`src/msf_pkg.sv`:
```
// package: register map, codes and timing counts for the motor sequencer fault handler
package msf_pkg;
	// ----------------------------------------
	// register offsets (word index = byte address / 4)
	// ----------------------------------------
	localparam logic [7:0] ADDR_COMMAND = 8'h00;
	localparam logic [7:0] ADDR_STAGE = 8'h04;
	localparam logic [7:0] ADDR_STATUS_FLAGS = 8'h08;
	localparam logic [7:0] ADDR_FAULT_BITS = 8'h0c;
	localparam logic [7:0] ADDR_FAULT_CLEAR = 8'h10;
	localparam logic [7:0] ADDR_FAULT_DISABLE = 8'h14;
	localparam logic [7:0] ADDR_IRQ_STATUS = 8'h18;
	localparam logic [7:0] ADDR_IRQ_MASK = 8'h1c;

	// ----------------------------------------
	// command codes
	// ----------------------------------------
	localparam logic [15:0] CMD_START = 16'h0002;
	localparam logic [15:0] CMD_STOP = 16'h0004;

	// ----------------------------------------
	// stage codes, one-hot
	// ----------------------------------------
	typedef enum logic [15:0] {
		ST_IDLE = 16'h0001,
		ST_PRECHARGE = 16'h0002,
		ST_OFFSET = 16'h0004,
		ST_CS_CHECK = 16'h0008,
		ST_CS_BRAKE = 16'h0010,
		ST_PARK1 = 16'h0020,
		ST_PARK2 = 16'h0040,
		ST_OPEN_LOOP = 16'h0080,
		ST_TRANSITION = 16'h0100,
		ST_CLOSED_LOOP = 16'h0200,
		ST_FAULT = 16'h0400,
		ST_VF = 16'h4000
	} msf_stage_e;

	// ----------------------------------------
	// fault bit positions
	// ----------------------------------------
	localparam int FLT_GATE_KILL = 0;
	localparam int FLT_CRIT_OV = 1;
	localparam int FLT_PFC_GATE_KILL = 11;
	localparam int FLT_WIDTH = 13;
	localparam logic [12:0] FLT_UNMASKABLE = 13'h0803;

	// ----------------------------------------
	// status flag positions
	// ----------------------------------------
	localparam int SF_START_OK = 0;
	localparam int SF_CLOSED_LOOP = 1;
	localparam int SF_PARK_DONE = 2;
	localparam int SF_PARK_ONE = 3;
	localparam int SF_START_FAIL = 4;
	localparam int SF_TWO_PHASE = 5;

	// ----------------------------------------
	// interrupt sources
	// ----------------------------------------
	localparam int IRQ_FAULT = 0;
	localparam int IRQ_START_OK = 1;
	localparam int IRQ_WIDTH = 2;

	// ----------------------------------------
	// timing
	// ----------------------------------------
	localparam int CLK_HZ = 20_000_000;
	localparam int STEP_US = 100;
	localparam int STEP_CYCLES = STEP_US * (CLK_HZ / 1_000_000);
	localparam int PARK_US = 400;
	localparam int PARK_CYCLES = PARK_US * (CLK_HZ / 1_000_000);
	localparam int PARK_ONE_CYCLES = PARK_CYCLES / 4;
endpackage : msf_pkg

```
`src/msf_top.sv`:
```
// module: motor sequencer with stage code, status flags and fault handling
// How it works
// - command value 2 starts the drive; sequencer steps through start-up alone
// - command value 4 stops drive, all inverter switches off
// - stage register: idle 1, fault pending 1024, open-loop v/f 16384
// - stage: precharge 2, offset 4, catch-spin check 8, catch-spin brake 16
// - stage: park1 32, park2 64, open 128, transition 256, closed 512
// - start-success flag set on start success, cleared whenever drive stops
// - first-park flag set after quarter of total parking time
// - flags for park done, closed loop, start failed, two-phase modulation
// - fault bits 0..3: gate-kill, critical ov, bus ov, bus uv
// - fault bits 4..8: overspeed, zero speed, phase loss, start fail, engine
// - fault bits 9..12: catch-spin ov, engine exec, pfc gate-kill, converter comp
// - enabled fault latches, shuts drive down, raises interrupt
// - disable mask covers all faults except both gate-kills and critical ov
// - disabled fault still shows and interrupts, drive keeps running
// - disabled fault bit is not latched, follows the live condition
`timescale 1ns/1ps
module msf_top (
	// clock and reset
	input wire logic clk,
	input wire logic reset,
	// register port
	input wire logic [7:0] reg_addr,
	input wire logic [15:0] reg_wdata,
	input wire logic reg_write,
	input wire logic reg_read,
	output logic [15:0] reg_rdata,
	// fault sources, level, active high
	input wire logic [12:0] fault_in,
	// sequencer conditions from the drive
	input wire logic motor_spinning,
	input wire logic vf_mode,
	input wire logic start_fail_event,
	input wire logic two_phase_active,
	// drive outputs
	output logic drive_enable,
	output logic irq
);
	// ----------------------------------------
	// registers
	// ----------------------------------------
	msf_pkg::msf_stage_e stage_q;
	logic [15:0] step_cnt_q;
	logic [15:0] park_cnt_q;
	logic start_req_q;
	logic stop_req_q;
	logic start_ok_q;
	logic park_done_q;
	logic park_one_q;
	logic start_fail_q;
	logic [12:0] latched_q;
	logic [12:0] disable_q;
	logic clear_q;
	logic [1:0] irq_status_q;
	logic [1:0] irq_mask_q;
	logic [12:0] fault_bits;
	logic [12:0] mask_eff;
	logic [12:0] new_latch;
	logic trip;
	logic step_done;
	logic wr_cmd;
	logic [5:0] status_flags;
	logic [1:0] irq_ev;
	logic [1:0] irq_clr;

	// ----------------------------------------
	// fault logic
	// ----------------------------------------
	// only maskable sources honour the disable register
	assign mask_eff = disable_q & ~msf_pkg::FLT_UNMASKABLE;
	// enabled faults latch; disabled faults pass live
	assign new_latch = fault_in & ~mask_eff;
	assign fault_bits = latched_q | (fault_in & mask_eff);
	assign trip = |new_latch;
	assign wr_cmd = reg_write && (reg_addr == msf_pkg::ADDR_COMMAND);
	assign step_done = (step_cnt_q == 16'(msf_pkg::STEP_CYCLES - 1));

	// latched fault bits; clear register high holds them clear
	always_ff @(posedge clk) begin
		if (reset) begin
			latched_q <= 13'h0000;
		end else if (clear_q) begin
			latched_q <= 13'h0000;
		end else begin
			latched_q <= latched_q | new_latch;
		end
	end

	// clear and disable registers written by software
	always_ff @(posedge clk) begin
		if (reset) begin
			clear_q <= 1'b0;
			disable_q <= 13'h0000;
		end else if (reg_write) begin
			if (reg_addr == msf_pkg::ADDR_FAULT_CLEAR) begin
				clear_q <= reg_wdata[0];
			end
			if (reg_addr == msf_pkg::ADDR_FAULT_DISABLE) begin
				disable_q <= reg_wdata[12:0];
			end
		end
	end

	// ----------------------------------------
	// command capture
	// ----------------------------------------
	// start and stop requests registered as one-cycle pulses from command writes
	always_ff @(posedge clk) begin
		if (reset) begin
			start_req_q <= 1'b0;
			stop_req_q <= 1'b0;
		end else begin
			start_req_q <= (wr_cmd && reg_wdata == msf_pkg::CMD_START) ? 1'b1 : 1'b0;
			stop_req_q <= (wr_cmd && reg_wdata == msf_pkg::CMD_STOP) ? 1'b1 : 1'b0;
		end
	end

	// ----------------------------------------
	// sequencer
	// ----------------------------------------
	// step timer for each timed stage
	always_ff @(posedge clk) begin
		if (reset || step_done || stage_q == msf_pkg::ST_IDLE) begin
			step_cnt_q <= 16'h0000;
		end else begin
			step_cnt_q <= step_cnt_q + 16'h0001;
		end
	end

	// parking timer across both park stages
	always_ff @(posedge clk) begin
		if (reset || stage_q == msf_pkg::ST_IDLE) begin
			park_cnt_q <= 16'h0000;
		end else if ((stage_q == msf_pkg::ST_PARK1 || stage_q == msf_pkg::ST_PARK2)
				&& park_cnt_q != 16'(msf_pkg::PARK_CYCLES)) begin
			park_cnt_q <= park_cnt_q + 16'h0001;
		end
	end

	// stage machine, one code at a time
	always_ff @(posedge clk) begin
		if (reset) begin
			stage_q <= msf_pkg::ST_IDLE;
		end else if (trip && stage_q != msf_pkg::ST_IDLE) begin
			stage_q <= msf_pkg::ST_FAULT;
		end else if (stop_req_q) begin
			stage_q <= msf_pkg::ST_IDLE;
		end else begin
			unique case (stage_q)
				msf_pkg::ST_IDLE: begin
					if (start_req_q && !trip && latched_q == 13'h0000) begin
						stage_q <= vf_mode ? msf_pkg::ST_VF : msf_pkg::ST_PRECHARGE;
					end
				end
				msf_pkg::ST_PRECHARGE: begin
					if (step_done) stage_q <= msf_pkg::ST_OFFSET;
				end
				msf_pkg::ST_OFFSET: begin
					if (step_done) stage_q <= msf_pkg::ST_CS_CHECK;
				end
				msf_pkg::ST_CS_CHECK: begin
					if (step_done) begin
						stage_q <= motor_spinning ? msf_pkg::ST_CS_BRAKE : msf_pkg::ST_PARK1;
					end
				end
				msf_pkg::ST_CS_BRAKE: begin
					if (!motor_spinning) stage_q <= msf_pkg::ST_PARK1;
				end
				msf_pkg::ST_PARK1: begin
					if (park_cnt_q == 16'(msf_pkg::PARK_ONE_CYCLES)) begin
						stage_q <= msf_pkg::ST_PARK2;
					end
				end
				msf_pkg::ST_PARK2: begin
					if (park_cnt_q == 16'(msf_pkg::PARK_CYCLES)) begin
						stage_q <= msf_pkg::ST_OPEN_LOOP;
					end
				end
				msf_pkg::ST_OPEN_LOOP: begin
					if (start_fail_event) stage_q <= msf_pkg::ST_IDLE;
					else if (step_done) stage_q <= msf_pkg::ST_TRANSITION;
				end
				msf_pkg::ST_TRANSITION: begin
					if (step_done) stage_q <= msf_pkg::ST_CLOSED_LOOP;
				end
				msf_pkg::ST_CLOSED_LOOP: begin
					stage_q <= msf_pkg::ST_CLOSED_LOOP;
				end
				msf_pkg::ST_FAULT: begin
					if (latched_q == 13'h0000 && !trip) stage_q <= msf_pkg::ST_IDLE;
				end
				msf_pkg::ST_VF: begin
					stage_q <= msf_pkg::ST_VF;
				end
				default: begin
					stage_q <= msf_pkg::ST_IDLE;
				end
			endcase
		end
	end

	// ----------------------------------------
	// status flags
	// ----------------------------------------
	// progress flags, all dropped when a start is requested in idle
	always_ff @(posedge clk) begin
		if (reset || stage_q == msf_pkg::ST_IDLE && start_req_q) begin
			start_ok_q <= 1'b0;
			park_done_q <= 1'b0;
			park_one_q <= 1'b0;
			start_fail_q <= 1'b0;
		end else begin
			if (stage_q == msf_pkg::ST_IDLE || stage_q == msf_pkg::ST_FAULT) begin
				start_ok_q <= 1'b0;
			end else if (stage_q == msf_pkg::ST_CLOSED_LOOP) begin
				start_ok_q <= 1'b1;
			end
			if (park_cnt_q >= 16'(msf_pkg::PARK_ONE_CYCLES)) begin
				park_one_q <= 1'b1;
			end
			if (park_cnt_q == 16'(msf_pkg::PARK_CYCLES)) begin
				park_done_q <= 1'b1;
			end
			if (stage_q == msf_pkg::ST_OPEN_LOOP && start_fail_event) begin
				start_fail_q <= 1'b1;
			end
		end
	end

	always_comb begin
		status_flags = 6'h00;
		status_flags[msf_pkg::SF_START_OK] = start_ok_q;
		status_flags[msf_pkg::SF_CLOSED_LOOP] = (stage_q == msf_pkg::ST_CLOSED_LOOP);
		status_flags[msf_pkg::SF_PARK_DONE] = park_done_q;
		status_flags[msf_pkg::SF_PARK_ONE] = park_one_q;
		status_flags[msf_pkg::SF_START_FAIL] = start_fail_q;
		status_flags[msf_pkg::SF_TWO_PHASE] = two_phase_active;
	end

	// ----------------------------------------
	// interrupts
	// ----------------------------------------
	// interrupt events and write-one clears of this cycle
	assign irq_ev[msf_pkg::IRQ_FAULT] = |fault_in;
	assign irq_ev[msf_pkg::IRQ_START_OK] = (stage_q == msf_pkg::ST_CLOSED_LOOP) && !start_ok_q;
	assign irq_clr = (reg_write && reg_addr == msf_pkg::ADDR_IRQ_STATUS) ? reg_wdata[1:0] : 2'h0;

	// sticky sources; a new event beats a write-one clear
	always_ff @(posedge clk) begin
		if (reset) begin
			irq_status_q <= 2'h0;
			irq_mask_q <= 2'h0;
		end else begin
			irq_status_q <= (irq_status_q & ~irq_clr) | irq_ev;
			if (reg_write && reg_addr == msf_pkg::ADDR_IRQ_MASK) irq_mask_q <= reg_wdata[1:0];
		end
	end

	// drive and interrupt outputs from flops
	always_ff @(posedge clk) begin
		if (reset) begin
			drive_enable <= 1'b0;
			irq <= 1'b0;
		end else begin
			drive_enable <= !(stage_q == msf_pkg::ST_IDLE || stage_q == msf_pkg::ST_FAULT
				|| trip || stop_req_q);
			irq <= |(irq_status_q & irq_mask_q);
		end
	end

	// ----------------------------------------
	// read port
	// ----------------------------------------
	// read data one cycle after the strobe, zero otherwise
	always_ff @(posedge clk) begin
		if (reset || !reg_read) begin
			reg_rdata <= 16'h0000;
		end else begin
			unique case (reg_addr)
				msf_pkg::ADDR_STAGE: reg_rdata <= stage_q;
				msf_pkg::ADDR_STATUS_FLAGS: reg_rdata <= {10'h000, status_flags};
				msf_pkg::ADDR_FAULT_BITS: reg_rdata <= {3'h0, fault_bits};
				msf_pkg::ADDR_FAULT_CLEAR: reg_rdata <= {15'h0000, clear_q};
				msf_pkg::ADDR_FAULT_DISABLE: reg_rdata <= {3'h0, disable_q};
				msf_pkg::ADDR_IRQ_STATUS: reg_rdata <= {14'h0000, irq_status_q};
				msf_pkg::ADDR_IRQ_MASK: reg_rdata <= {14'h0000, irq_mask_q};
				default: reg_rdata <= 16'h0000;
			endcase
		end
	end
endmodule : msf_top

```
`config.mk`:
```
export PLATFORM = sky130hd
export DESIGN_NAME = msf_top
export DESIGN_NICKNAME = d
export VERILOG_FILES = /design/src/msf_pkg.sv /design/src/msf_top.sv
export SDC_FILE = /design/constraint.sdc
export NUM_CORES = 1
export LEC_CHECK = 0
export BUFFER_PORTS_ARGS = -buffer_cell sky130_fd_sc_hd__buf_2
export CAP_MARGIN = 20
export CORE_ASPECT_RATIO = 0.7
export CORE_MARGIN = 5
export CORE_UTILIZATION = 57
export CTS_BUF_LIST = sky130_fd_sc_hd__clkbuf_16
export DETAILED_ROUTE_END_ITERATION = 10
export PLACE_DENSITY = 0.79
export SLEW_MARGIN = 20
export SYNTH_ARGS = -nofsm -noshare
export SYNTH_HDL_FRONTEND = slang
export SYNTH_SLANG_ARGS = --single-unit
```
`constraint.sdc`:
```
create_clock -name clk -period 3 [get_ports clk]
set_input_delay 0.3 -clock clk [delete_from_list [all_inputs] [get_ports clk]]
set_output_delay 0.3 -clock clk [all_outputs]
set_load 0.01 [all_outputs]
```
==> flow_summary_export.csv <==
group,metric,value,unit
clocking,holdBufCountCts,0,
logic_synthesis,synth_area,0.00463,mm2
detailed_routing,wirelength,12000,um
final_layout,drive_gt1_share,14.8,%
logic_synthesis,synthTopCellsByArea,"dfxtp_1 42%, nor2_1 5.6%, a21oi_1 4.8%, xor2_1 3.6%, nand2_1 3.2%",
setup_path,r2r_slack,0.43,ns
clocking,h-tree-depth,3,
timing,fin_skew,0.00663,ns
power_and_ir_drop,pwr-share-seq,48.2,%
power_and_ir_drop,vdd_drop_max,381,uV
clocking,clock_sinks,97,
timing,tightest_slew,0.896,ns
detailed_routing,vias_per_cell,6.12,
die,die_x,118,um
job,cap_viol_max_count,0,
place,dp_hpwl,8910,um
power_and_ir_drop,powerDensity,549,mW/mm2
final_layout,area_growth,12.7,%
clocking,postCtsSetupBuffers,0,
setup_path,slowest_delay,0.55,ns
logic_synthesis,synth_top_area_share,42.0,%
setup_path,worstPathMaxFanout,9,
place,dp_cells,689,
run_status,outcome,"finished, final reports clean",
grt,gr-total-overflow,0,
hold_path,min_from,"reg_wdata[2]",
final_layout,final_area,0.00522,mm2
power_and_ir_drop,leakage,1.96,nW
grt,grt_pass1_vias,3985,
power_and_ir_drop,swShare,28.6,%
logic_synthesis,synthCells,552,
timing,setup_tns,0,ns
final_layout,fill_cells,677,
setup_path,r2r-end,"stage_q[8]",
die,start_util,58.5,%
final_layout,final_util,66.0,%
die,core_region_area,0.00791,mm2
setup_path,worstPathRequired,3.27,ns
logic_synthesis,synth_cell_types,58,
hold_path,min_path_cells,2,
clocking,clockRootBuffer,"clkbuf_16",
die,die-height,85.4,um
detailed_routing,routedWlPerCell,17.1,um
clocking,clk_latency,0.34,ns
final_layout,fin_nets,647,
clocking,path_clk_slew,0.06,ns
detailed_routing,vias,4297,
power_and_ir_drop,p_comb_share,17.4,%
clocking,cts_resized,0,
logic_synthesis,synth_top_area_cell,"dfxtp_1",
timing,hold_violations,0,
detailed_routing,first_iter_violations,396,
clocking,cts.path.max_buffers,2,
place,place_area,0.00498,mm2
hold_path,hp-class,"in -> reg",
logic_synthesis,synth-seq-cells,97,
timing,slew_violations,0,
setup_path,crit_path_top_delay_cell,"or4_4",
timing,holdWs,0.158,ns
setup_path,endpoint_kind,"flop",
place,place_ws,0.463,ns
logic_synthesis,ys.flop_type,"dfxtp_1",
grt,antenna_found_initial,0,
power_and_ir_drop,p_switching,818,uW
detailed_routing,drtAntennaViolNets,0,
logic_synthesis,yosysMostFrequentCell,"dfxtp_1",
grt,grt_pass1_wl,19800,um
logic_synthesis,synth-async-reset-ratio,0,%
place,gp_congestion,0.938,
logic_synthesis,synth_common_cells,"97 x dfxtp_1, 69 x nor2_1, 44 x a21oi_1, 40 x nand2_1, 27 x nand3_1",
detailed_routing,route.detailed.drc,0,
power_and_ir_drop,power.total,2.86,mW
timing,period_share,85.7,%
die,fp-row-count,27,
setup_path,path_class,"reg -> reg",
timing,slew_headroom,40.0,%
logic_synthesis,synth-edff-count,0,
setup_path,r2r.worst_path.cells,6,
detailed_routing,first_pass_iters,5,
timing,rsz0062_at_grt,"false",
power_and_ir_drop,clkPwrFrac,34.4,%
logic_synthesis,synth.avg_cell_area,8.38,um2
logic_synthesis,synth_warnings,0,
logic_synthesis,seq_area_frac_synth,42.0,%
setup_path,cp_cell_sequence,"or3_1 -> or4_4 -> o31ai_4 -> o2111ai_4 -> or4_1 -> a21oi_1",
clocking,numCtsBuffers,9,
die,die_area,0.0101,mm2
die,ios,63,
grt,track_usage,23.9,%
grt,grt_max_degree,26,
final_layout,instances_no_fill,702,
timing,setup_ws,0.429,ns
setup_path,r2r-start,"park_cnt_q[13]",
final_layout,diodes,0,
setup_path,crit_path_start_kind,"flop",
setup_path,worst_ep_arrival_time,2.84,ns
hold_path,worstHoldEndpoint,"start_req_q",
timing,layout_min_cycle_time,2.57,ns
power_and_ir_drop,p_int,2.05,mW
timing,fmax,389,MHz
clocking,cts_tree,"done",
place,placement.io_buffers,60,
timing,setup_violations,0,
[per-layer routing]
| metal | vias up | GRT usage (%) | routed length, um |
|---|---|---|---|
| met5 | - | 0 | 0 |
| met4 | 0 | 7.19 | 146 |
| met3 | 20 | 5.86 | 1110 |
| met2 | 210 | 35.3 | 5100 |
| met1 | 1981 | 34.6 | 5640 |
| li1 | 2086 | - | - |
[flip-flops by register name (all words and copies together), names as in the netlist, 2 cells and up]
name and flops:
reg_rdata 14, irq_mask_q 2, disable_q 13, step_cnt_q 16, irq_status_q 2, park_cnt_q 16
latched_q 13, stage_q 12
[kinds of logic (layout without fill, tap and decap cells)]
family / after synthesis / in the layout / share of synthesized area, %
AOI/OAI and AO/OA: 123 / 123 / 18.0
xor gates and xnor gates: 29 / 29 / 5.49
adders and majority gates: 3 / 3 / 0.811
buffers and inverters: 39 / 87 / 3.33
DFF: 97 / 97 / 42.0
muxes: 4 / 4 / 0.946
other: 1 / 2 / 0.0810
and+or+nand+nor: 256 / 256 / 29.4
[layout by cell type (no fill, tap or decap), drive strengths merged, types with 3 or more instances in the layout]
cell type,count
a21o,3
a31oi,3
nor2,69
a21oi,44
nand3,27
mux2,3
nor2b,19
nor4b,7
or3,10
nor3,11
nand2,40
o211ai,3
a221oi,4
o21a,18
nand2b,6
nor4,17
and4,6
o21ai,19
ha,3
buf,65
nand4,11
o31ai,3
xnor2,10
inv,11
clkbuf,9
dfxtp,97
xor2,19
or4,8
a22oi,8
a21boi,4
and3,14
[power by group through the flow]
stage          sequential, mW  combinational, mW  clock, mW
3_5_place_dp             1.41              0.480          0
5_1_grt                  1.39              0.543       1.06
6_report                 1.38              0.498      0.985
4_1_cts                  1.38              0.484       1.00
2_1_floorplan            1.37              0.357          0
3_3_place_gp             1.41              0.466          0
[critical path, delay by kind of cell, from the launching register on]
family,cells,cell delay (ns)
AO/OA/AOI/OAI,3,0.73
flip-flops,1,0.33
AND/OR/NAND/NOR,3,1.44
[worst max-delay path by stage]
stage | end | from
floorplan | stage_q[8] | park_cnt_q[13]
global placement | stage_q[8] | park_cnt_q[13]
detailed placement | stage_q[8] | park_cnt_q[13]
CTS | stage_q[8] | park_cnt_q[13]
global route | stage_q[8] | park_cnt_q[15]
finish | stage_q[8] | park_cnt_q[13]
[layout make-up]
| class | count | area (um2) | area share (%) |
|---|---|---|---|
| multi-input combinational | 417 | 2540 | 48.6 |
| sequential | 97 | 1940 | 37.2 |
| timing repair buffer | 65 | 338 | 6.47 |
| clock buffer | 9 | 225 | 4.32 |
| tap | 101 | 126 | 2.42 |
| inverter | 9 | 33.8 | 0.647 |
| clock inverter | 4 | 16.3 | 0.312 |
Note: power is estimated with default switching activity, not from simulation.
